[config.mk]
export PLATFORM = sky130hd
export DESIGN_NAME = sorb_report
export DESIGN_NICKNAME = d
export VERILOG_FILES = /design/src/sorb_pkg.sv /design/src/sorb_report.sv
export SDC_FILE = /design/constraint.sdc
export NUM_CORES = 1
export LEC_CHECK = 0
export BUFFER_PORTS_ARGS = -buffer_cell sky130_fd_sc_hd__buf_2
export CAP_MARGIN = 40
export CORE_ASPECT_RATIO = 1.25
export CORE_UTILIZATION = 50
export DETAILED_ROUTE_END_ITERATION = 6
export PLACE_DENSITY_LB_ADDON = 0.2
export SYNTH_ARGS = -nofsm -noshare
export SYNTH_HDL_FRONTEND = slang
export SYNTH_SLANG_ARGS = --single-unit
[constraint.sdc]
create_clock -name clk_sys_i -period 6.25 [get_ports clk_sys_i]
set_input_delay 1.25 -clock clk_sys_i [delete_from_list [all_inputs] [get_ports clk_sys_i]]
set_output_delay 1.25 -clock clk_sys_i [all_outputs]
set_load 0.005 [all_outputs]
[src/sorb_pkg.sv]
// Constants, field layouts and carriers for the supported-opcode report builder.
// Assumes a single clock domain and a command table held by the surrounding logic.
package sorb_pkg;
    // Parameter data layout
    localparam logic [7:0] HDR_LEN = 8'h04;
    localparam logic [7:0] DESC_LEN = 8'h08;
    localparam logic [7:0] TO_LEN = 8'h0C;
    localparam logic [7:0] TO_DLEN = 8'h0A;
    localparam logic [7:0] ONE_HDR = 8'h04;
    localparam logic [7:0] FLAG_POS = 8'h05;
    localparam logic [7:0] CDBL_POS = 8'h07;
    localparam logic [7:0] SA_MASK = 8'h1F;
    // Reporting options
    localparam logic [2:0] OPT_ALL = 3'h0;
    localparam logic [2:0] OPT_OP = 3'h1;
    localparam logic [2:0] OPT_OPSA = 3'h2;
    localparam logic [2:0] OPT_CHK = 3'h3;
    // Output buffer shape and sent-byte count reset value
    localparam int FIFO_W = 8;
    localparam int FIFO_D = 8;
    localparam logic [31:0] SENT_RST = 32'h0000_0000;

    typedef enum logic [2:0] {
        SUP_NA = 3'b000,
        SUP_NO = 3'b001,
        SUP_STD = 3'b011,
        SUP_VEN = 3'b101
    } sorb_sup_e;

    typedef enum logic [2:0] {
        S_IDLE = 3'b000,
        S_SCAN = 3'b001,
        S_HDR = 3'b010,
        S_DESC = 3'b011,
        S_ONE = 3'b100,
        S_DONE = 3'b101
    } sorb_st_e;

    typedef struct packed {
        logic [2:0] opt;
        logic return_timeout_desc_request;
        logic [7:0] op;
        logic [15:0] sa;
        logic [31:0] alloc;
    } sorb_req_s;

    typedef struct packed {
        logic [7:0] op;
        logic [15:0] sa;
        logic sa_valid;
        logic vendor;
        logic cs_valid;
        logic [7:0] cs;
        logic [4:0] cdb_len;
        logic [3:0] sa_pos;
        logic [0:15][7:0] usage;
        logic [31:0] nom;
        logic [31:0] rec;
    } sorb_ent_s;
endpackage

[src/sorb_report.sv]
// Supported-opcode report builder: turns a request into a byte stream.
// Assumes the table entry at tbl_idx_o is presented on tbl_ent_i in the
// same cycle, and that all inputs come from logic on clk_sys_i.
`timescale 1ns/1ns

module sorb_fifo #(
    parameter int W = 8,
    parameter int D = 8
) (
    input wire logic clk_sys_i,
    input wire logic resetn_i,
    input wire logic in_valid_i,
    output logic in_ready_o,
    input wire logic [W-1:0] in_data_i,
    output logic out_valid_o,
    input wire logic out_ready_i,
    output logic [W-1:0] out_data_o
);
    localparam int AW = $clog2(D);
    logic [W-1:0] mem_q [D];
    logic [AW-1:0] wr_q, rd_q;
    logic [AW:0] cnt_q;
    logic push, pop;
    // Full and empty straight from the occupancy count
    assign in_ready_o = (cnt_q != (AW+1)'(D));
    assign out_valid_o = (cnt_q != '0);
    assign out_data_o = mem_q[rd_q];
    assign push = in_valid_i && in_ready_o;
    assign pop = out_valid_o && out_ready_i;
    // Storage has no reset; only pointers matter
    always_ff @(posedge clk_sys_i) begin
        if (push) begin
            mem_q[wr_q] <= in_data_i;
        end
    end
    // Pointers wrap at the depth
    always_ff @(posedge clk_sys_i or negedge resetn_i) begin
        if (!resetn_i) begin
            wr_q <= '0;
            rd_q <= '0;
            cnt_q <= '0;
        end else begin
            if (push) begin
                wr_q <= (wr_q == AW'(D-1)) ? '0 : wr_q + 1'b1;
            end
            if (pop) begin
                rd_q <= (rd_q == AW'(D-1)) ? '0 : rd_q + 1'b1;
            end
            cnt_q <= cnt_q + (AW+1)'(push) - (AW+1)'(pop);
        end
    end
endmodule

module sorb_report (
    input wire logic clk_sys_i,
    input wire logic resetn_i,
    input wire logic req_valid_i,
    input wire sorb_pkg::sorb_req_s req_i,
    output logic busy_o,
    output logic done_o,
    output logic opt_err_o,
    input wire logic tbl_ready_i,
    input wire logic [7:0] tbl_count_i,
    output logic [7:0] tbl_idx_o,
    input wire sorb_pkg::sorb_ent_s tbl_ent_i,
    output logic m_valid_o,
    input wire logic m_ready_i,
    output logic [7:0] m_data_o
);
    sorb_pkg::sorb_st_e st_q, st_d;
    sorb_pkg::sorb_sup_e sup_q, sup_d;
    sorb_pkg::sorb_req_s req_q;
    logic [7:0] b_q, b_d, idx_q, idx_d, dlen, olen, cdb, ub, gbyte;
    logic [31:0] sent_q, hlen;
    logic err_q, sup_ok, hit, emit, f_ready, push, last, stop, in_to;
    logic [3:0] to_k, uk;
    // Timeout descriptor byte k, big-endian words
    function automatic logic [7:0] to_byte(input logic [3:0] k,
                                           input sorb_pkg::sorb_ent_s e);
        logic [7:0] r;
        case (k)
            4'h1: r = sorb_pkg::TO_DLEN;
            4'h3: r = e.cs_valid ? e.cs : 8'h00;
            4'h4, 4'h5, 4'h6, 4'h7: r = 8'(e.nom >> {2'h3 - k[1:0], 3'h0});
            4'h8, 4'h9, 4'hA, 4'hB: r = 8'(e.rec >> {2'h3 - k[1:0], 3'h0});
            default: r = 8'h00;
        endcase
        return r;
    endfunction
    // Lengths; the header counts full data even when truncated
    assign cdb = {3'h0, tbl_ent_i.cdb_len};
    assign dlen = sorb_pkg::DESC_LEN + (req_q.return_timeout_desc_request ? sorb_pkg::TO_LEN : 8'h00);
    assign hlen = 32'(tbl_count_i) * 32'(dlen);
    assign sup_ok = (sup_q == sorb_pkg::SUP_STD) || (sup_q == sorb_pkg::SUP_VEN);
    assign olen = sup_ok ?
        sorb_pkg::ONE_HDR + cdb + (req_q.return_timeout_desc_request ? sorb_pkg::TO_LEN : 8'h00) :
        sorb_pkg::ONE_HDR;
    assign hit = (tbl_ent_i.op == req_q.op) && (tbl_ent_i.sa_valid ?
        (req_q.opt != sorb_pkg::OPT_OP && tbl_ent_i.sa == req_q.sa) :
        (req_q.opt != sorb_pkg::OPT_OPSA &&
         (req_q.opt != sorb_pkg::OPT_CHK || req_q.sa == 16'h0000)));
    // Byte stream stalls on a full buffer
    assign emit = (st_q == sorb_pkg::S_HDR) || (st_q == sorb_pkg::S_DESC) ||
                  (st_q == sorb_pkg::S_ONE);
    assign push = emit && f_ready;
    assign last = (b_q == ((st_q == sorb_pkg::S_HDR) ? sorb_pkg::HDR_LEN - 8'h01 :
                           (st_q == sorb_pkg::S_DESC) ? dlen - 8'h01 : olen - 8'h01));
    assign stop = (sent_q == req_q.alloc - 32'h0000_0001);
    // Usage map byte with opcode and service action laid in
    always_comb begin
        uk = 4'(b_q - sorb_pkg::ONE_HDR);
        ub = tbl_ent_i.usage[uk];
        // opcode first, SA in its slot
        if (uk == 4'h0) begin
            ub = tbl_ent_i.op;
        end else if (tbl_ent_i.sa_valid && uk == tbl_ent_i.sa_pos) begin
            ub = (ub & ~sorb_pkg::SA_MASK) | (tbl_ent_i.sa[7:0] & sorb_pkg::SA_MASK);
        end
    end
    // Byte generator per state and byte index
    always_comb begin
        in_to = 1'b0;
        to_k = 4'h0;
        gbyte = 8'h00;
        case (st_q)
            sorb_pkg::S_HDR: gbyte = 8'(hlen >> {2'h3 - b_q[1:0], 3'h0});
            sorb_pkg::S_DESC: begin
                case (b_q)
                    8'h00: gbyte = tbl_ent_i.op;
                    8'h02: gbyte = tbl_ent_i.sa_valid ? tbl_ent_i.sa[15:8] : 8'h00;
                    8'h03: gbyte = tbl_ent_i.sa_valid ? tbl_ent_i.sa[7:0] : 8'h00;
                    sorb_pkg::FLAG_POS: gbyte = {6'h00, req_q.return_timeout_desc_request, tbl_ent_i.sa_valid};
                    sorb_pkg::CDBL_POS: gbyte = cdb;
                    8'h01, 8'h04, 8'h06: gbyte = 8'h00;
                    default: begin
                        in_to = 1'b1;
                        to_k = 4'(b_q - sorb_pkg::DESC_LEN);
                    end
                endcase
            end
            sorb_pkg::S_ONE: begin
                if (b_q == 8'h01) begin
                    gbyte = {req_q.return_timeout_desc_request && sup_ok, 4'h0, sup_q};
                end else if (b_q == 8'h03) begin
                    gbyte = sup_ok ? cdb : 8'h00;
                end else if (b_q < sorb_pkg::ONE_HDR) begin
                    gbyte = 8'h00;
                end else if (b_q < sorb_pkg::ONE_HDR + cdb) begin
                    gbyte = ub;
                end else begin
                    in_to = 1'b1;
                    to_k = 4'(b_q - sorb_pkg::ONE_HDR - cdb);
                end
            end
            default: gbyte = 8'h00;
        endcase
        if (in_to) begin
            gbyte = to_byte(to_k, tbl_ent_i);
        end
    end

    // Sequencer
    always_comb begin
        st_d = st_q;
        b_d = b_q;
        idx_d = idx_q;
        sup_d = sup_q;
        case (st_q)
            sorb_pkg::S_IDLE: begin
                if (req_valid_i) begin
                    b_d = 8'h00;
                    idx_d = 8'h00;
                    if (req_i.alloc == 32'h0000_0000 || req_i.opt > sorb_pkg::OPT_CHK) begin
                        st_d = sorb_pkg::S_DONE;
                    end else if (req_i.opt == sorb_pkg::OPT_ALL) begin
                        st_d = sorb_pkg::S_HDR;
                    end else if (!tbl_ready_i) begin
                        sup_d = sorb_pkg::SUP_NA;
                        st_d = sorb_pkg::S_ONE;
                    end else if (tbl_count_i == 8'h00) begin
                        sup_d = sorb_pkg::SUP_NO;
                        st_d = sorb_pkg::S_ONE;
                    end else begin
                        st_d = sorb_pkg::S_SCAN;
                    end
                end
            end
            sorb_pkg::S_SCAN: begin
                if (hit) begin
                    sup_d = tbl_ent_i.vendor ? sorb_pkg::SUP_VEN : sorb_pkg::SUP_STD;
                    st_d = sorb_pkg::S_ONE;
                end else if (idx_q == tbl_count_i - 8'h01) begin
                    sup_d = sorb_pkg::SUP_NO;
                    st_d = sorb_pkg::S_ONE;
                end else begin
                    idx_d = idx_q + 8'h01;
                end
            end
            sorb_pkg::S_HDR, sorb_pkg::S_DESC, sorb_pkg::S_ONE: begin
                if (push) begin
                    b_d = b_q + 8'h01;
                    if (stop) begin
                        st_d = sorb_pkg::S_DONE;
                    end else if (last) begin
                        b_d = 8'h00;
                        if (st_q == sorb_pkg::S_ONE) begin
                            st_d = sorb_pkg::S_DONE;
                        end else if (st_q == sorb_pkg::S_HDR) begin
                            st_d = (tbl_count_i == 8'h00) ? sorb_pkg::S_DONE : sorb_pkg::S_DESC;
                        end else if (idx_q == tbl_count_i - 8'h01) begin
                            st_d = sorb_pkg::S_DONE;
                        end else begin
                            idx_d = idx_q + 8'h01;
                        end
                    end
                end
            end
            sorb_pkg::S_DONE: st_d = sorb_pkg::S_IDLE;
            default: st_d = sorb_pkg::S_IDLE;
        endcase
    end

    // State registers
    always_ff @(posedge clk_sys_i or negedge resetn_i) begin
        if (!resetn_i) begin
            st_q <= sorb_pkg::S_IDLE;
            b_q <= 8'h00;
            idx_q <= 8'h00;
            sup_q <= sorb_pkg::SUP_NA;
        end else begin
            st_q <= st_d;
            b_q <= b_d;
            idx_q <= idx_d;
            sup_q <= sup_d;
        end
    end

    // Request capture, byte count and option error
    always_ff @(posedge clk_sys_i or negedge resetn_i) begin
        if (!resetn_i) begin
            req_q <= '0;
            sent_q <= sorb_pkg::SENT_RST;
            err_q <= 1'b0;
        end else if (st_q == sorb_pkg::S_IDLE && req_valid_i) begin
            req_q <= req_i;
            sent_q <= sorb_pkg::SENT_RST;
            err_q <= (req_i.opt > sorb_pkg::OPT_CHK);
        end else if (push) begin
            sent_q <= sent_q + 32'h0000_0001;
        end
    end

    assign busy_o = (st_q != sorb_pkg::S_IDLE);
    assign done_o = (st_q == sorb_pkg::S_DONE);
    assign opt_err_o = err_q;
    assign tbl_idx_o = idx_q;
    // Buffer lets the host drain at its own pace
    sorb_fifo #(
        .W(sorb_pkg::FIFO_W),
        .D(sorb_pkg::FIFO_D)
    ) u_fifo (
        .clk_sys_i(clk_sys_i),
        .resetn_i(resetn_i),
        .in_valid_i(emit),
        .in_ready_o(f_ready),
        .in_data_i(gbyte),
        .out_valid_o(m_valid_o),
        .out_ready_i(m_ready_i),
        .out_data_o(m_data_o)
    );

    // Checks on the generated stream
    a_hdr_msb: assert property (@(posedge clk_sys_i) disable iff (!resetn_i)
        push && st_q == sorb_pkg::S_HDR && b_q == 8'h00 |-> gbyte == hlen[31:24])
        else $error("length header not MSB first");
    a_desc_sa0: assert property (@(posedge clk_sys_i) disable iff (!resetn_i)
        push && st_q == sorb_pkg::S_DESC && b_q == 8'h03 && !tbl_ent_i.sa_valid
        |-> gbyte == 8'h00)
        else $error("service action not zero");
    a_desc_flags: assert property (@(posedge clk_sys_i) disable iff (!resetn_i)
        push && st_q == sorb_pkg::S_DESC && b_q == sorb_pkg::FLAG_POS
        |-> gbyte[1:0] == {req_q.return_timeout_desc_request, tbl_ent_i.sa_valid} && dlen[4] == req_q.return_timeout_desc_request)
        else $error("descriptor flags wrong");
    a_desc_cdb: assert property (@(posedge clk_sys_i) disable iff (!resetn_i)
        push && st_q == sorb_pkg::S_DESC && b_q == sorb_pkg::CDBL_POS
        |-> gbyte[4:0] == tbl_ent_i.cdb_len)
        else $error("cdb length wrong");
    a_one_short: assert property (@(posedge clk_sys_i) disable iff (!resetn_i)
        push && st_q == sorb_pkg::S_ONE && b_q == 8'h01 && !sup_ok
        |-> gbyte[7] == 1'b0 && olen == sorb_pkg::ONE_HDR
        ##1 (st_q == sorb_pkg::S_ONE || st_q == sorb_pkg::S_DONE))
        else $error("invalid support sent extra");
    a_one_op: assert property (@(posedge clk_sys_i) disable iff (!resetn_i)
        push && st_q == sorb_pkg::S_ONE && sup_ok && b_q == sorb_pkg::ONE_HDR
        |-> gbyte == tbl_ent_i.op)
        else $error("usage byte 0 not opcode");
    a_to_len: assert property (@(posedge clk_sys_i) disable iff (!resetn_i)
        push && in_to && to_k == 4'h1 |-> gbyte == 8'h0A && req_q.return_timeout_desc_request)
        else $error("timeout length wrong");
    a_alloc_cap: assert property (@(posedge clk_sys_i) disable iff (!resetn_i)
        push && stop |=> st_q == sorb_pkg::S_DONE ##1 st_q == sorb_pkg::S_IDLE)
        else $error("stream ran past allocation");
endmodule

# Word-level counts from Yosys, hierarchy flattened
# Memory sizes are Yosys's and may differ from the RTL's.
# Index checks and enable logic that the tools add are counted.
dict set report totals {
  reg_bits 125
  mem_bits_rw 64
  inputBits 309
  output_inout_bits 20
  word_cells 204
  n_memories 1
}
# name words width rd rd_ports_with_merged_regs write_ports line_no
set memory_table {}
lappend memory_table {u_fifo.mem_q 8 8 1 0 1 sorb_report.sv:20} ;# logic [W-1:0] mem_q [D];
dict set report classes {
  n_addsub 19
  mul 1
  order_cmp 4
  n_eq_ne 49
  shifts 3
  muxes 77
  bitwise 2
  reduce_logical 34
}
# op n
set op_table {}
lappend op_table {{$mux 8} 26}
lappend op_table {{$mux 3} 24}
lappend op_table {{$mux 32} 2}
lappend op_table {{$shr 32x5->8} 2}
lappend op_table {{$pmux 8 s3} 2}
lappend op_table {{$pmux 8 s5} 1}
lappend op_table {{$add 32x1->32 const B} 1}
lappend op_table {{$bmux 8 s4} 1}
lappend op_table {{$eq 32x32->1} 1}
lappend op_table {{$eq 8x3->1 const B} 4}
lappend op_table {{$logic_not 32->1} 1}
lappend op_table {{$pmux 8 s4} 1}
lappend op_table {{$sub 32x1->32 const B} 1}
lappend op_table {{$eq 8x8->1} 3}
lappend op_table {{$mux 4} 6}
lappend op_table {{$sub 8x1->8 const B} 3}
lappend op_table {{$add 8x1->8 const B} 2}
lappend op_table {{$eq 16x16->1} 1}
lappend op_table {{$eq 4x3->1 const B} 4}
lappend op_table {{$eq 4x4->1 const B} 4}
lappend op_table {{$eq 8x2->1 const B} 2}
lappend op_table {{$logic_not 16->1} 1}
lappend op_table {{$logic_not 8->1} 2}
lappend op_table {{$mul 8x8->16} 1}
lappend op_table {{other kinds (52)} 93}

# Logic depth before layout (Yosys ltp)
dict set report logic_depth {
  ltp_word 14
  ltp_mapped 20
  ltp_nobuf 18
}

# Hierarchy
# A second synthesis with hierarchy kept.
dict set report hier_totals {
  hier_cells 1499
  hier_area_um2 14351.3
}
# module instances cells_each area_per_inst_um2 seq_area_each_um2
set modules_own_cells {}
lappend modules_own_cells {sorb_report 1 1347 11245.8 2877.8}
lappend modules_own_cells {sorb_fifo 1 152 3105.5 2172.1}

# Least setup slack after synthesis
# Ideal clock, no wire load.
dict set report synth_timing {
  kind {register -> register}
  from {reg b_q[1]}
  to {mem u_fifo.mem_q[0][1], data pin}
  setup_time_ns 0.307
  t_arrival_ns 4.480
  required_ns 5.943
  setup_slack_ns 1.464
  stages_incl_launch_ff 16
  path_buffers 5
  synth_period_minus_slack_ns 4.786
  path_cell_list {dfrtp_1 clkbuf_1 clkbuf_1 buf_1 inv_1 ha_1 or4_1 a31o_2 nor3_1 a31o_2 clkbuf_1 buf_1 nand2_1 nand3_1 a21oi_1 o41ai_1}
}
dict set report synth_between {
  elab_chain_cells 13
  elab_cells_between_ends 60
  cone_classes {add/sub: 5; order compare: 2; eq/ne: 18; shift: 3; mux: 25; bitwise: 1; reduce/logical: 6}
}
# element line_no
set synth_lines {}
lappend synth_lines {{from (decl)} sorb_report.sv:73} ;# logic [7:0] b_q, b_d, idx_q, idx_d, dlen, olen, cdb, ub, gbyte;
lappend synth_lines {{from (signal assigned)} sorb_report.sv:227} ;# b_q <= 8'h00;
lappend synth_lines {{from (signal assigned)} sorb_report.sv:232} ;# b_q <= b_d;
lappend synth_lines {{branches (longest 12 deep; another with $sub 4x3->4)} --}
lappend synth_lines {{$mux 8 *} sorb_report.sv:157} ;# if (in_to) begin
lappend synth_lines {{net gbyte[1]} sorb_report.sv:73}
lappend synth_lines {{to (decl)} sorb_report.sv:20}
# Mark *: on every way through the listed nets, which the timed path passes. The select of a mux whose other input is x is not followed.

# Worst setup path after layout
dict set report layout_timing {
  from {in tbl_ent_i[199] (netlist name)}
  to {reg st_q[0]}
}
dict set report layout_between {
  elab_chain_cells 9
}
# element line_no
set layout_lines {}
lappend layout_lines {{from (decl)} sorb_report.sv:65} ;# input wire sorb_pkg::sorb_ent_s tbl_ent_i,
lappend layout_lines {{$add 3x5->6} sorb_report.sv:96} ;# sorb_pkg::ONE_HDR + cdb + (req_q.return_timeout_desc_request ? sorb_pkg::TO_LEN : 8'h00) :
lappend layout_lines {{$add 8x4->8} sorb_report.sv:96}
lappend layout_lines {{$mux 8} sorb_report.sv:95} ;# assign olen = sup_ok ?
lappend layout_lines {{$sub 8x1->8} sorb_report.sv:107} ;# (st_q == sorb_pkg::S_DESC) ? dlen - 8'h01 : olen - 8'h01));
lappend layout_lines {{$mux 8} sorb_report.sv:107}
lappend layout_lines {{$mux 8} sorb_report.sv:106} ;# assign last = (b_q == ((st_q == sorb_pkg::S_HDR) ? sorb_pkg::HDR_LEN - 8'h01 :
lappend layout_lines {{$eq 8x8->1} sorb_report.sv:106}
lappend layout_lines {{$ne 3x3->1 (no source line)} --}
lappend layout_lines {{$reduce_and 5->1 (no source line)} --}
lappend layout_lines {{to (signal assigned)} sorb_report.sv:226} ;# st_q <= sorb_pkg::S_IDLE;
lappend layout_lines {{to (signal assigned)} sorb_report.sv:231} ;# st_q <= st_d;
lappend layout_lines {{to (decl)} sorb_report.sv:70} ;# sorb_pkg::sorb_st_e st_q, st_d;
# No other way between the ends.
# A chain may end at the register's enable or synchronous reset.

==> metrics.cfg <==
[detailed_routing]
drt_iter0_markers=1029
routed-via-count=13000
drtPass1Iterations=7
route.detailed.drc=0
routedWlPerCell_um=20.1
ant_nets=0
drt-total-wl_mm=43.2
avgViaCountPerCell=6.03

[setup_path]
worst_ep_arrival_time_ns=5.19
path_max_fanout=7
critPathLaunchType=input port
regToRegStartpoint=b_q[3]
cp-startpoint=tbl_ent_i[199]
cp-end-kind=register
r2r_end=u_fifo.mem_q[5][1]
worstPathCellList=buf_2 > ha_1 > inv_1 > fa_1 > or4b_2 > or4_1 > nand4_1 > o211a_1 > o31ai_1 > a211oi_1 > a211oi_1 > o21ai_0 > mux2_2
reg2reg_depth=9
cp_common_cell=a211oi_1
cp.required_ns=6.57
path_class=in2reg
slowest_delay_ns=0.65
cp_num_buf_inv=2
r2r_setup_slack_ns=1.68
slowest_stage=or4b_2
critPathTopFamily=simple AND/OR/NAND/NOR gates

[worst_hold_path]
holdPathStages=2
hold_path_class=reg2reg
min_to=opt_err_o
min_from=opt_err_o

[sta]
setup_viol=0
max_slew.worst_pin.slew_ns=0.906
finalCritPeriodShare_pct=77.9
hold_viol_final=0
report.final.slew_viol_count=0
worst_slack_ns=1.38
setup-tns-final_ns=0
fmax_ghz=0.205
rsz0062_at_grt=no
hold_ws_ns=0.491
clock_skew_ns=0.0166
finalCriticalPeriod_ns=4.87
slew_headroom_pct=38.9

[synth]
synth_ff_type=dfrtp_1
synth_area_um2=14200
synthCells=1509
ys_async_sr_fraction_pct=66.1
yosysUniqueCellTypes=81
synth_warnings=0
syn_nets=1886
synth_edf_count=64
seq_area_frac_synth_pct=35.5
syn_area_per_cell_um2=9.43
ys_ff_latch=189

[placed_design]
dp_slack_ns=0.982
place_area_um2=16200
place_congestion=0.991
dp.cells=2118
dp_hpwl_mm=34.0
io_buffers=328

[clock_network]
cts_buffers=17
clkSinkCount=189
clockBufferDepth=2
cts_root_buffer=clkbuf_16
cts_resized=0
ctsHoldBuffers=0
htreeDepth=4
cts_setup_buffers=0
clkTransAtPathRegs_ns=0.08
cts_tree=built
clkLatencyLatePin_ns=0.44

[power]
max-vdd-ir-drop_mv=0.328
p_int_mw=3.67
powerDensity_nw_per_um2=388
power_leakage_nw=7.53
netSwitchingPower_mw=2.86
power.total_mw=6.53
p_clk_share_pct=18.0
switching_share_pct=43.8
p_seq_share_pct=32.1
comb_power_share_pct=49.9

[flow_run]
max_cap_violations=0

[floorplanning]
die_area_um2=29100
io_pins=329
chipWidth_um=153
die-height_um=191
initial_core_util_pct=51.1
core_um2=27800
rows=68

[grt]
antenna_found_initial=0
grt_max_degree=78
grt_overflow=0
grt_pass1_wl_mm=69.2
grt_usage_pct=30.4
grt_pass1_vias=12700

[finish]
syn_to_final_growth_pct=18.3
antenna_cells=0
nets=2164
final_util_pct=60.5
fin_area_um2=16800
finalNonFillerCells=2150
drive_gt1_share_pct=27.4

[status]
status=complete, no violations

[kinds of logic (layout without fill, tap and decap cells)]
group	after synthesis	in the layout	synth area share [%]
AO/OA/AOI/OAI	261	261	12.9
XOR/XNOR	116	116	7.43
adder cells (fa/ha/maj)	68	68	6.25
buffers and inverters	149	440	4.19
flip-flops	189	189	35.5
multiplexers	101	101	12.1
AND/OR/NAND/NOR	625	625	21.6
[worst min-delay path, stage by stage (launching register included)]
cell	delay, ns
dfrtp_1	0.35
nand2_1	0.05
nand2_1	0.06
[worst max-delay path by stage]
stage	end	cells past startpoint
2_1_floorplan	u_fifo.mem_q[0][1]	15
3_3_place_gp	b_q[2]	14
3_5_place_dp	b_q[2]	14
4_1_cts	st_q[0]	13
5_1_grt	st_q[0]	12
6_report	st_q[0]	13
[per-layer routing]
| layer | wire length [µm] | track usage [%] |
|---|---|---|
| met2 | 21500 | 53.2 |
| met3 | 2440 | 3.70 |
| met5 | 0 | 0 |
| met4 | 996 | 7.93 |
| met1 | 18300 | 40.0 |
[cell type report]
class,count,area (µm²)
clock buffers,17,425
clock inverters,15,224
fillers,2428,11000
inverters,53,199
multi-input cells,1171,8590
flip-flops and latches,189,5050
well taps,350,438
repair buffers,355,1900
[cells in the mapped netlist, types with 10 or more instances]
master / number / area [µm²]
nand2_1: 276 / 1040
dfrtp_1: 125 / 3130
nor2_1: 87 / 327
clkbuf_1: 74 / 278
edfxtp_1: 64 / 1920
ha_1: 63 / 788
xor2_1: 60 / 526
mux4_2: 56 / 1260
xnor2_1: 53 / 464
inv_1: 52 / 195
a21oi_1: 51 / 255
nand3_1: 43 / 215
nor4_1: 38 / 238
o21ai_0: 38 / 190
mux2i_1: 32 / 320
nand4_1: 26 / 163
nor3_1: 24 / 120
a21o_1: 22 / 165
or3_1: 22 / 138
nand2b_1: 17 / 106
buf_1: 15 / 56.3
a31oi_1: 14 / 87.6
and3_1: 14 / 87.6
mux2_2: 13 / 146
a211oi_1: 12 / 90.1
a22oi_1: 11 / 82.6
o22ai_1: 11 / 68.8
o31ai_1: 10 / 75.1
[cell usage in the layout (no fill, tap or decap), types with 17 or more instances in the layout]
master,count
nand2_1,276
inv_1,52
nand2b_1,17
a21oi_1,51
a21o_1,22
nor3_1,23
or3_1,21
nor2_1,87
ha_1,63
nand4_1,26
nand3_1,43
buf_2,327
buf_4,25
o21ai_0,38
nor4_1,38
clkbuf_16,17
mux4_2,56
edfxtp_1,64
mux2i_1,32
xnor2_1,53
dfrtp_1,123
xor2_1,60
[registers in the layout, summed over array words and instances, names as in the netlist]
name	cells
sent_q	32
opt_err_o	1
sup_q	3
b_q	8
st_q	3
req_q	60
u_fifo.wr_q	3
tbl_idx_o	8
u_fifo.rd_q	3
u_fifo.mem_q	64
u_fifo.cnt_q	4
[power by group through the flow]
| stage | logic, mW | registers [mW] | clock network, mW |
|---|---|---|---|
| finish | 3.26 | 2.09 | 1.17 |
| global route | 3.62 | 2.14 | 1.24 |
| CTS | 3.27 | 2.09 | 1.19 |
| detailed placement | 3.25 | 2.11 | 0 |
| global placement | 3.10 | 2.11 | 0 |
| floorplan | 2.51 | 1.89 | 0 |
(Power assumes the default switching activity.)
